[src/core/piw_consts.vh]
/*
 * constants for the prioritised interrupt and wake controller: special
 * register addresses, enable and aux flag bit positions, vector layout and
 * reset values.
 * assumes it is included by bare name from the core/ design files.
 */
`ifndef PIW_CONSTS_VH
`define PIW_CONSTS_VH

// ==========================================================================
// register addresses on the core special register port
`define PIW_ADDR_P1WAKE 8'h96
`define PIW_ADDR_IEN0 8'hA8
`define PIW_ADDR_IEN1 8'hA9
`define PIW_ADDR_PRL0 8'hB8
`define PIW_ADDR_PRH0 8'hB9
`define PIW_ADDR_PRL1 8'hBA
`define PIW_ADDR_PRH1 8'hBB
`define PIW_ADDR_AUXFLG 8'h95

// ==========================================================================
// field positions
`define PIW_BIT_GLOBAL_EN 7
`define PIW_BIT_PIN0_EN 0
`define PIW_BIT_PIN1_EN 2
`define PIW_BIT_PIN2_EN 2
`define PIW_BIT_P1CHG_EN 1
`define PIW_AUX_TIMER3 0
`define PIW_AUX_P1CHG 1
`define PIW_AUX_PIN2 2
`define PIW_AUX_ADC 4
`define PIW_AUX_TOUCH 5

// writable masks, unused bits read zero
`define PIW_IEN0_MASK 8'hBF
`define PIW_SIX_MASK 8'h3F
`define PIW_AUX_MASK 8'h37

// reset values
`define PIW_RST_BYTE 8'h00

// ==========================================================================
// vectors: base plus slot times spacing; slot 6 belongs to the emulator
`define PIW_VEC_BASE 16'h0003
`define PIW_VEC_STEP 8
`define PIW_SLOT_RESERVED 4'h6
`define PIW_NUM_SLOTS 13

`endif

[src/core/piw_ctrl.v]
/*
 * prioritised interrupt and wake controller for a small 8-bit core.
 * holds enable, priority and port1 wake registers on the core special
 * register port, captures flags, arbitrates four levels with nesting and
 * hands a vector to the core.
 * assumes peripherals give one-cycle set pulses synchronous to core_clk_in,
 * pins are asynchronous, and the core pulses ack on vector fetch and
 * reti_in on return from service.
 */
`include "piw_consts.vh"

// Overview of operation
// RULE1: twelve sources, four priority levels
// RULE2: events set flags regardless of enables
// RULE3: enabled irq ends idle; pins end stop
// RULE4: fixed vectors spaced eight apart
// RULE5: slot between timer2 and timer3 reserved
// RULE6: grant when no equal-or-higher service active
// RULE7: equal-or-higher service holds new request pending
// RULE8: higher level preempts; lower resumes afterwards
// RULE9: per-pin port1 wake and change mask
// RULE10: global enable zero blocks all servicing
// RULE11: pin enables also give stop wake
// RULE12: port1 change enable gates servicing only
// RULE13: first enable register bit layout
// RULE14: second enable register bit layout
// RULE15: high and low bits form level
// RULE16: first priority pair bit layout
// RULE17: second priority pair bit layout
// RULE18: equal levels: lowest vector first
// RULE19: pin edge flags clear on service entry
// RULE20: idle wake needs source and global enable
// RULE21: aux flags: write zero clears, one keeps
module piw_ctrl (
   input wire core_clk_in,
   input wire reset_in,
   // special register port from the core
   input wire [7:0] sfr_addr_in,
   input wire sfr_wr_in,
   input wire [7:0] sfr_wdata_in,
   output reg [7:0] sfr_rdata_out,
   // pins
   input wire ext_pin0_in,
   input wire ext_pin1_in,
   input wire ext_pin2_in,
   input wire [7:0] port1_pins_in,
   // pin trigger type, 1 falling edge, 0 low level
   input wire pin0_edge_mode_in,
   input wire pin1_edge_mode_in,
   // combined peripheral flag levels, owned and cleared by the peripherals
   input wire timer0_overflow_flag_in,
   input wire timer1_overflow_flag_in,
   input wire uart1_flag_in,
   input wire timer2_flag_in,
   input wire spi_flag_in,
   input wire uart2_flag_in,
   // one-cycle set pulses for flags held here
   input wire timer3_overflow_set_in,
   input wire adc_done_set_in,
   input wire touch_done_set_in,
   // core handshake
   input wire irq_ack_in,
   input wire reti_in,
   output reg irq_req_out,
   output reg [15:0] irq_vector_out,
   output reg idle_wake_out,
   output reg stop_wake_out,
   output reg pin0_edge_flag_out,
   output reg pin1_edge_flag_out
);

   // ========================================================================
   // registers
   reg [7:0] port1_wake_mask_q; // RULE9
   reg [7:0] ien0_q; // RULE13
   reg [7:0] ien1_q; // RULE14
   reg [7:0] prl0_q; // low priority bits, first
   reg [7:0] prh0_q; // high priority bits, first
   reg [7:0] prl1_q; // low priority bits, second
   reg [7:0] prh1_q; // high priority bits, second
   reg [7:0] aux_q; // aux flag register
   reg [3:0] active_q; // one bit per level in service
   reg [3:0] slot_q; // slot handed to the core

   // ========================================================================
   // vector arithmetic used for the vector output
   function [15:0] slot_vec;
      input [3:0] slot;
      begin
         slot_vec = `PIW_VEC_BASE + {9'h000, slot, 3'h0}; // RULE4
      end
   endfunction

   // write strobe decode shared by all registers
   function wr_hit;
      input [7:0] addr;
      begin
         wr_hit = sfr_wr_in && (sfr_addr_in == addr);
      end
   endfunction

   // ========================================================================
   // pin synchronisers
   wire p0_lvl;
   wire p0_fall;
   wire p1_lvl;
   wire p1_fall;
   wire p2_fall;
   wire [7:0] p1_chg;

   piw_edge_sync u_p0 (
      .core_clk_in(core_clk_in),
      .reset_in(reset_in),
      .pin_in(ext_pin0_in),
      .level_out(p0_lvl),
      .fall_out(p0_fall),
      .change_out()
   );
   piw_edge_sync u_p1 (
      .core_clk_in(core_clk_in),
      .reset_in(reset_in),
      .pin_in(ext_pin1_in),
      .level_out(p1_lvl),
      .fall_out(p1_fall),
      .change_out()
   );
   piw_edge_sync u_p2 (
      .core_clk_in(core_clk_in),
      .reset_in(reset_in),
      .pin_in(ext_pin2_in),
      .level_out(),
      .fall_out(p2_fall),
      .change_out()
   );

   // port1 stages start high; a low pin shows one false
   // change after reset, harmless as the mask resets to zero
   genvar g;
   generate
      for (g = 0; g < 8; g = g + 1) begin : gen_port1
         piw_edge_sync u_pc (
            .core_clk_in(core_clk_in),
            .reset_in(reset_in),
            .pin_in(port1_pins_in[g]),
            .level_out(),
            .fall_out(),
            .change_out(p1_chg[g])
         );
      end
   endgenerate

   // ========================================================================
   // source request vector and levels
   wire [12:0] flags;
   wire [12:0] enables;
   wire [25:0] levels;
   wire [12:0] gated;
   wire ack_take;
   wire p1_change_hit;

   // level-mode pins request while low, edge mode uses the latched flag
   assign flags[0] = pin0_edge_mode_in ? pin0_edge_flag_out : ~p0_lvl;
   assign flags[1] = timer0_overflow_flag_in;
   assign flags[2] = pin1_edge_mode_in ? pin1_edge_flag_out : ~p1_lvl;
   assign flags[3] = timer1_overflow_flag_in;
   assign flags[4] = uart1_flag_in;
   assign flags[5] = timer2_flag_in;
   assign flags[6] = 1'b0; // RULE5
   assign flags[7] = aux_q[`PIW_AUX_TIMER3];
   assign flags[8] = aux_q[`PIW_AUX_P1CHG];
   assign flags[9] = aux_q[`PIW_AUX_PIN2];
   assign flags[10] = aux_q[`PIW_AUX_ADC] | aux_q[`PIW_AUX_TOUCH]; // RULE4
   assign flags[11] = spi_flag_in;
   assign flags[12] = uart2_flag_in;

   // enable map by slot
   assign enables = {ien1_q[5], ien1_q[4], ien1_q[3], ien1_q[2], ien1_q[1], ien1_q[0], 1'b0,
                     ien0_q[5:0]}; // RULE13 RULE14 RULE12

   // level = {high, low} per slot
   assign levels = {prh1_q[5], prl1_q[5], prh1_q[4], prl1_q[4], prh1_q[3], prl1_q[3],
                    prh1_q[2], prl1_q[2], prh1_q[1], prl1_q[1], prh1_q[0], prl1_q[0], 2'b00,
                    prh0_q[5], prl0_q[5], prh0_q[4], prl0_q[4], prh0_q[3], prl0_q[3],
                    prh0_q[2], prl0_q[2], prh0_q[1], prl0_q[1], prh0_q[0], prl0_q[0]}; // RULE15 RULE16 RULE17

   // global enable blocks every request and the idle wake
   assign gated = flags & enables & {13{ien0_q[`PIW_BIT_GLOBAL_EN]}}; // RULE10 RULE1

   wire arb_grant;
   wire [3:0] arb_slot;
   wire [1:0] arb_level;

   // combinational winner, registered in the service block
   piw_arbiter u_arb (
      .req_in(gated),
      .level_in(levels),
      .active_in(active_q),
      .grant_out(arb_grant),
      .slot_out(arb_slot),
      .level_out(arb_level)
   );

   // core takes the presented vector
   assign ack_take = irq_ack_in & irq_req_out;
   assign p1_change_hit = |(p1_chg & port1_wake_mask_q);

   // ========================================================================
   // register writes and flag capture
   always @(posedge core_clk_in or posedge reset_in) begin
      if (reset_in) begin
         port1_wake_mask_q <= `PIW_RST_BYTE;
         ien0_q <= `PIW_RST_BYTE;
         ien1_q <= `PIW_RST_BYTE;
         prl0_q <= `PIW_RST_BYTE;
         prh0_q <= `PIW_RST_BYTE;
         prl1_q <= `PIW_RST_BYTE;
         prh1_q <= `PIW_RST_BYTE;
         aux_q <= `PIW_RST_BYTE;
      end else begin
         // address decode; one write per cycle at most
         if (wr_hit(`PIW_ADDR_P1WAKE)) begin
            port1_wake_mask_q <= sfr_wdata_in; // RULE9
         end else if (wr_hit(`PIW_ADDR_IEN0)) begin
            ien0_q <= sfr_wdata_in & `PIW_IEN0_MASK; // RULE13
         end else if (wr_hit(`PIW_ADDR_IEN1)) begin
            ien1_q <= sfr_wdata_in & `PIW_SIX_MASK; // RULE14
         end else if (wr_hit(`PIW_ADDR_PRL0)) begin
            prl0_q <= sfr_wdata_in & `PIW_SIX_MASK;
         end else if (wr_hit(`PIW_ADDR_PRH0)) begin
            prh0_q <= sfr_wdata_in & `PIW_SIX_MASK;
         end else if (wr_hit(`PIW_ADDR_PRL1)) begin
            prl1_q <= sfr_wdata_in & `PIW_SIX_MASK;
         end else if (wr_hit(`PIW_ADDR_PRH1)) begin
            prh1_q <= sfr_wdata_in & `PIW_SIX_MASK;
         end
         // aux flags: write zero clears, hardware set wins the same cycle
         // clears come first and sets are ORed last, so no event is lost
         aux_q <= (wr_hit(`PIW_ADDR_AUXFLG) ?
                   (aux_q & sfr_wdata_in) : aux_q) & `PIW_AUX_MASK // RULE21
                  & ~((ack_take && slot_q == 4'h8) ? 8'h02 : 8'h00)
                  & ~((ack_take && slot_q == 4'h9) ? 8'h04 : 8'h00) // RULE19
                  | {2'b00, touch_done_set_in, adc_done_set_in, 1'b0, p2_fall,
                     p1_change_hit, timer3_overflow_set_in}; // RULE2
      end
   end

   // ========================================================================
   // edge flags for pins 0 and 1; set beats the service clear
   always @(posedge core_clk_in or posedge reset_in) begin
      if (reset_in) begin
         pin0_edge_flag_out <= 1'b0;
         pin1_edge_flag_out <= 1'b0;
      end else begin
         if (p0_fall) begin
            pin0_edge_flag_out <= 1'b1; // RULE2
         end else if (ack_take && slot_q == 4'h0) begin
            pin0_edge_flag_out <= 1'b0; // RULE19
         end
         if (p1_fall) begin
            pin1_edge_flag_out <= 1'b1; // RULE2
         end else if (ack_take && slot_q == 4'h2) begin
            pin1_edge_flag_out <= 1'b0; // RULE19
         end
      end
   end

   // ========================================================================
   // service tracking and vector request to the core
   // one bit per level: equal levels never nest
   // request drops for a cycle on every entry and return
   always @(posedge core_clk_in or posedge reset_in) begin
      if (reset_in) begin
         active_q <= 4'h0;
         slot_q <= 4'h0;
         irq_req_out <= 1'b0;
         irq_vector_out <= 16'h0000;
      end else begin
         if (ack_take) begin
            // enter service at the granted level
            active_q <= active_q | (4'h1 << levels[2*slot_q +: 2]); // RULE8
            irq_req_out <= 1'b0;
         end else if (reti_in) begin
            // return drops the highest active level, lower one resumes
            if (active_q[3]) begin
               active_q[3] <= 1'b0;
            end else if (active_q[2]) begin
               active_q[2] <= 1'b0;
            end else if (active_q[1]) begin
               active_q[1] <= 1'b0;
            end else begin
               active_q[0] <= 1'b0; // RULE8
            end
            irq_req_out <= 1'b0;
         end else begin
            // present the current winner, withdraw when it goes away
            irq_req_out <= arb_grant; // RULE6 RULE7
            slot_q <= arb_slot;
            irq_vector_out <= slot_vec(arb_slot); // RULE4
         end
      end
   end

   // ========================================================================
   // wake-up outputs and read data
   always @(posedge core_clk_in or posedge reset_in) begin
      if (reset_in) begin
         idle_wake_out <= 1'b0;
         stop_wake_out <= 1'b0;
         sfr_rdata_out <= 8'h00;
      end else begin
         idle_wake_out <= |gated; // RULE3 RULE20
         // pin enables give stop wake without global enable
         stop_wake_out <= (ien0_q[`PIW_BIT_PIN0_EN] & (~p0_lvl | pin0_edge_flag_out))
                        | (ien0_q[`PIW_BIT_PIN1_EN] & (~p1_lvl | pin1_edge_flag_out))
                        | (ien1_q[`PIW_BIT_PIN2_EN] & aux_q[`PIW_AUX_PIN2])
                        | p1_change_hit; // RULE3 RULE11 RULE12
         // stop wake skips the global enable: software may
         // want the wake without taking the interrupt
         // read data follows the address of the previous cycle
         if (sfr_addr_in == `PIW_ADDR_P1WAKE) begin
            sfr_rdata_out <= port1_wake_mask_q;
         end else if (sfr_addr_in == `PIW_ADDR_IEN0) begin
            sfr_rdata_out <= ien0_q;
         end else if (sfr_addr_in == `PIW_ADDR_IEN1) begin
            sfr_rdata_out <= ien1_q;
         end else if (sfr_addr_in == `PIW_ADDR_PRL0) begin
            sfr_rdata_out <= prl0_q;
         end else if (sfr_addr_in == `PIW_ADDR_PRH0) begin
            sfr_rdata_out <= prh0_q;
         end else if (sfr_addr_in == `PIW_ADDR_PRL1) begin
            sfr_rdata_out <= prl1_q;
         end else if (sfr_addr_in == `PIW_ADDR_PRH1) begin
            sfr_rdata_out <= prh1_q;
         end else if (sfr_addr_in == `PIW_ADDR_AUXFLG) begin
            sfr_rdata_out <= aux_q;
         end else begin
            sfr_rdata_out <= 8'h00;
         end
      end
   end

endmodule

[src/core/piw_edge_sync.v]
/*
 * two flip-flop synchroniser for one pin plus falling and any-change
 * detection on the synchronised level.
 * assumes the pin is asynchronous to core_clk_in.
 */
`include "piw_consts.vh"

module piw_edge_sync (
   input wire core_clk_in,
   input wire reset_in,
   input wire pin_in,
   output wire level_out,
   output wire fall_out,
   output wire change_out
);

   // ========================================================================
   // synchroniser; first stage feeds only the second
   reg meta_q; // first stage
   reg sync_q; // second stage
   reg last_q; // previous synchronised level

   // reset high: idle pin level
   always @(posedge core_clk_in or posedge reset_in) begin
      if (reset_in) begin
         meta_q <= 1'b1;
         sync_q <= 1'b1;
         last_q <= 1'b1;
      end else begin
         meta_q <= pin_in;
         sync_q <= meta_q;
         last_q <= sync_q;
      end
   end

   assign level_out = sync_q;
   assign fall_out = last_q & ~sync_q;
   assign change_out = last_q ^ sync_q;

endmodule

[src/core/piw_arbiter.v]
/*
 * level arbiter: picks the winning slot among enabled requests and tells
 * whether it may preempt the services now active.
 * assumes purely combinational use inside the controller top.
 */
`include "piw_consts.vh"

module piw_arbiter (
   input wire [12:0] req_in,
   input wire [25:0] level_in,
   input wire [3:0] active_in,
   output reg grant_out,
   output reg [3:0] slot_out,
   output reg [1:0] level_out
);

   // ========================================================================
   // search; lowest slot wins among equal levels
   integer i;
   integer l;
   reg found;

   always @* begin
      grant_out = 1'b0;
      slot_out = 4'h0;
      level_out = 2'h0;
      found = 1'b0;
      // scan highest level first, then lowest slot
      for (l = 3; l >= 0; l = l - 1) begin
         for (i = 0; i < `PIW_NUM_SLOTS; i = i + 1) begin
            if (!found && req_in[i] && level_in[2*i +: 2] == l[1:0]) begin // RULE18
               found = 1'b1;
               slot_out = i[3:0];
               level_out = l[1:0];
            end
         end
      end
      // grant only when no equal or higher service is active
      grant_out = found && (active_in >> level_out) == 4'h0; // RULE6 RULE7 RULE8
   end

endmodule

[config.mk]
export PLATFORM = sky130hd
export DESIGN_NAME = piw_ctrl
export DESIGN_NICKNAME = d
export VERILOG_FILES = /design/src/core/piw_ctrl.v /design/src/core/piw_edge_sync.v /design/src/core/piw_arbiter.v
export VERILOG_INCLUDE_DIRS = /design/src /design/src/core
export SDC_FILE = /design/constraint.sdc
export NUM_CORES = 1
export LEC_CHECK = 0
export ABC_CLOCK_PERIOD_IN_PS = 3900
export BUFFER_PORTS_ARGS = -buffer_cell sky130_fd_sc_hd__buf_4
export CAP_MARGIN = 25
export CORE_AREA = 2 2 122 124
export DETAILED_ROUTE_END_ITERATION = 16
export DIE_AREA = 0 0 124 126
export PLACE_DENSITY = 0.62
export SYNTH_ARGS = -nofsm -noshare
export SYNTH_HDL_FRONTEND = slang
export SYNTH_SLANG_ARGS = --single-unit
[constraint.sdc]
create_clock -name core_clk_in -period 3.9 [get_ports core_clk_in]
set_clock_uncertainty 0.1 [all_clocks]
set_input_delay 0.78 -clock core_clk_in [delete_from_list [all_inputs] [get_ports core_clk_in]]
set_output_delay 0.78 -clock core_clk_in [all_outputs]
set_load 0.005 [all_outputs]
==> results.cfg <==
[outcome]
status = finished clean

[sta]
tns_ns = 0
final_hold_viol_count = 0
finalMaxSlewViolations = 0
setup_viol = 0
worstMarginPinSlew_ns = 0.908
slew_headroom_pct = 38.7
setup_ws_ns = 0.617
grt_setup_unrepaired = no
max_clock_freq_ghz = 0.305
finalCritPeriodShare_pct = 84.2
finalCriticalPeriod_ns = 3.28

[cells_and_area]
final_nets = 636
final_cell_mix = 72 x dfrtp_1, 70 x buf_4, 49 x mux2_2
multi_input_area_um2 = 2810
area_growth_syn_to_layout_pct = 16.2
drive_gt1_share_pct = 30.9
final-seq-area_um2 = 2670
final_common_cell = dfrtp_1
stdcell_area_um2 = 6560
nFillCells = 1423
diodes = 0

[clock_network]
cts_max_level = 3
cts_tree = yes
cts_resized = 0
worst_skew_pair.late_latency_ns = 0.35
clock_sinks = 105
postCtsHoldBufs = 0
cts_buffers = 9
cts_root_buffer = clkbuf_16
postCtsSetupBuffers = 0
clock_path_buffers = 2
clkSlewWorstSetupHoldPaths_ns = 0.07

[routing]
drt-total-wl_mm = 17.8
vias = 4843
dr.pass1.iters = 5
wl_per_cell_um = 22.8
post-route-drc-count = 0
viasPerCell = 6.19
drt_iter0_drc = 442
ant_nets = 0

[critical_path]
required_ns = 4.04
cp-start-kind = flop
cp-startpoint = ien0_q[7]$_DFFE_PP0P_
critPathMaxStageDelay_ns = 0.73
cp-end-kind = flop
path_class = reg -> reg
slowest_stage = dfrtp_1
timing.rr.start = ien0_q[7]$_DFFE_PP0P_
crit_fanout = 32
cp.arrival_ns = 3.42
cp_cell_sequence = and3_1, a32oi_1, o2111a_1, nand3_1, nand4bb_1, nor2_1, mux2i_1, o311a_1

[placement]
io_buffer_count = 61
dp_slack_ns = 0.627
gp_congestion = 0.975
dp_hpwl_mm = 13.6
placed_area_um2 = 6280

[yosys]
ys_warn_count = 0
synth_edf_count = 0
yosysSeqAreaShare_pct = 47.3
syn_inst = 532
synth.distinct_cells = 72
yosys_most_used_dff = dfrtp_1
synthesis.area_um2 = 5640
async_flop_share_pct = 100
ys_ff_latch = 105
syn_avg_cell_area_um2 = 10.6

[global_route]
grt_max_degree = 76
gr-total-overflow = 0
antenna_found_initial = 0
track_usage_pct = 24.0
first_global_vias = 4727
grt_first_pass_wirelength_mm = 27.4

[pwr]
power_density_nw_per_um2 = 344
p_leak_nw = 2.90
ir_drop_v = 0.000308

[die]
coreArea_um2 = 14300
start_util_pct = 39.4
die_h_um = 126
die_w_um = 124
dieArea_um2 = 15600
io_pins = 72
num_rows = 44

[worst_hold_path]
hold_path.startpoint = gen_port1[7].u_pc.meta_q$_DFF_PP1_
worstHoldPathType = reg -> reg

[flow_run]
cap_violations = 0
## report_power, final
part	internal [mW]	leakage, nW	switching (mW)	total [mW]
Combinational	0.0907	1.47	0.0950	0.186
Clock	0.439	0.128	0.409	0.848
Sequential	1.15	1.30	0.0758	1.22
## final cells by class
type / instances / area share, %
multi-input combinational: 393 / 42.8
inverter: 14 / 0.840
tap: 184 / 3.51
sequential: 105 / 40.7
clock inverter: 5 / 0.611
timing repair buffer: 70 / 8.01
clock buffer: 11 / 3.55
## through the flow
stage / hold slack, ns / instances / power [mW] / util, %
final: 0.254 / 782 / 2.26 / 45.8
after global routing: 0.258 / 782 / 2.36 / 45.8
after CTS: 0.256 / 782 / 2.28 / 45.8
after detailed placement: 0.247 / 766 / 1.43 / 43.9
after global placement: 0.246 / 766 / 1.42 / 43.9
after floorplan: 0.245 / 541 / 1.32 / -
## flip-flops by register name (all words and copies together), names as in the netlist, 7 cells and up
name / count
gen_port1.u_pc.last_q: 8
gen_port1.u_pc.level_out: 8
gen_port1.u_pc.meta_q: 8
port1_wake_mask_q: 8
sfr_rdata_out: 8
ien0_q: 7
## critical path: cells and delay by family (launching register included)
family	cells	cell delay [ns]
simple gates	4	1.27
compound gates	3	0.95
mux	1	0.10
flops	1	0.73
## per-layer routing
layer,share of wire [%],routed length (um),up-vias,track usage (%)
met3,6.2,1100,61,4.44
met1,41,7280,2445,30.4
met2,48,8570,205,39.0
li1,-,-,2132,-
met5,0,0,-,0
met4,4.8,851,0,12.0
## final timing paths
| path | end | slack (ns) | cells past startpoint |
|---|---|---|---|
| worst max-delay path | irq_req_out$_DFF_PP0_ | 0.62 | 8 |
| worst min-delay path | gen_port1[7].u_pc.level_out$_DFF_PP1_ | 0.25 | 0 |
| worst max register to register | irq_req_out$_DFF_PP0_ | 0.62 | 8 |
| worst min register to register | gen_port1[7].u_pc.level_out$_DFF_PP1_ | 0.25 | 0 |
| max in group asynchronous | u_p1.last_q$_DFF_PP1_ | 2.34 | 3 |
| min in group asynchronous | sfr_rdata_out[7]$_DFF_PP0_ | 0.52 | 2 |
## synth_stat cells (4+ instances only)
master	instances	area, um2
nand4_1	13	81.3
nor3_1	14	70.1
mux2i_1	7	70.1
nand2b_1	19	119
nand2_1	32	120
clkbuf_1	15	56.3
nor4_1	6	37.5
a31oi_1	11	68.8
and4_1	4	35.0
inv_1	14	52.6
nor2b_1	4	25.0
a21oi_1	12	60.1
nand3_1	22	110
dfrtp_1	72	1800
o22ai_1	4	25.0
o21ai_0	22	110
nand3b_1	4	30.0
buf_4	11	82.6
and3_1	8	50.1
nand4b_1	8	70.1
mux2_2	49	552
a22oi_1	23	173
or2_2	7	43.8
nor2_1	30	113
dfstp_2	33	867
o31ai_1	4	30.0
xor2_1	8	70.1
a22o_1	9	78.8
## kinds of logic (layout without fill, tap and decap cells)
family          count (synthesis)  after routing  synth area share [%]
simple gates                  193            193                  19.6
compound gates                123            123                  15.9
flops                         105            105                  47.3
mux                            59             59                  12.3
buf+inv                        43            100                  3.61
xor+xnor                        8              8                  1.24
other cells                     1             10                0.0664
No activity file was read; power rests on OpenSTA's default activity.
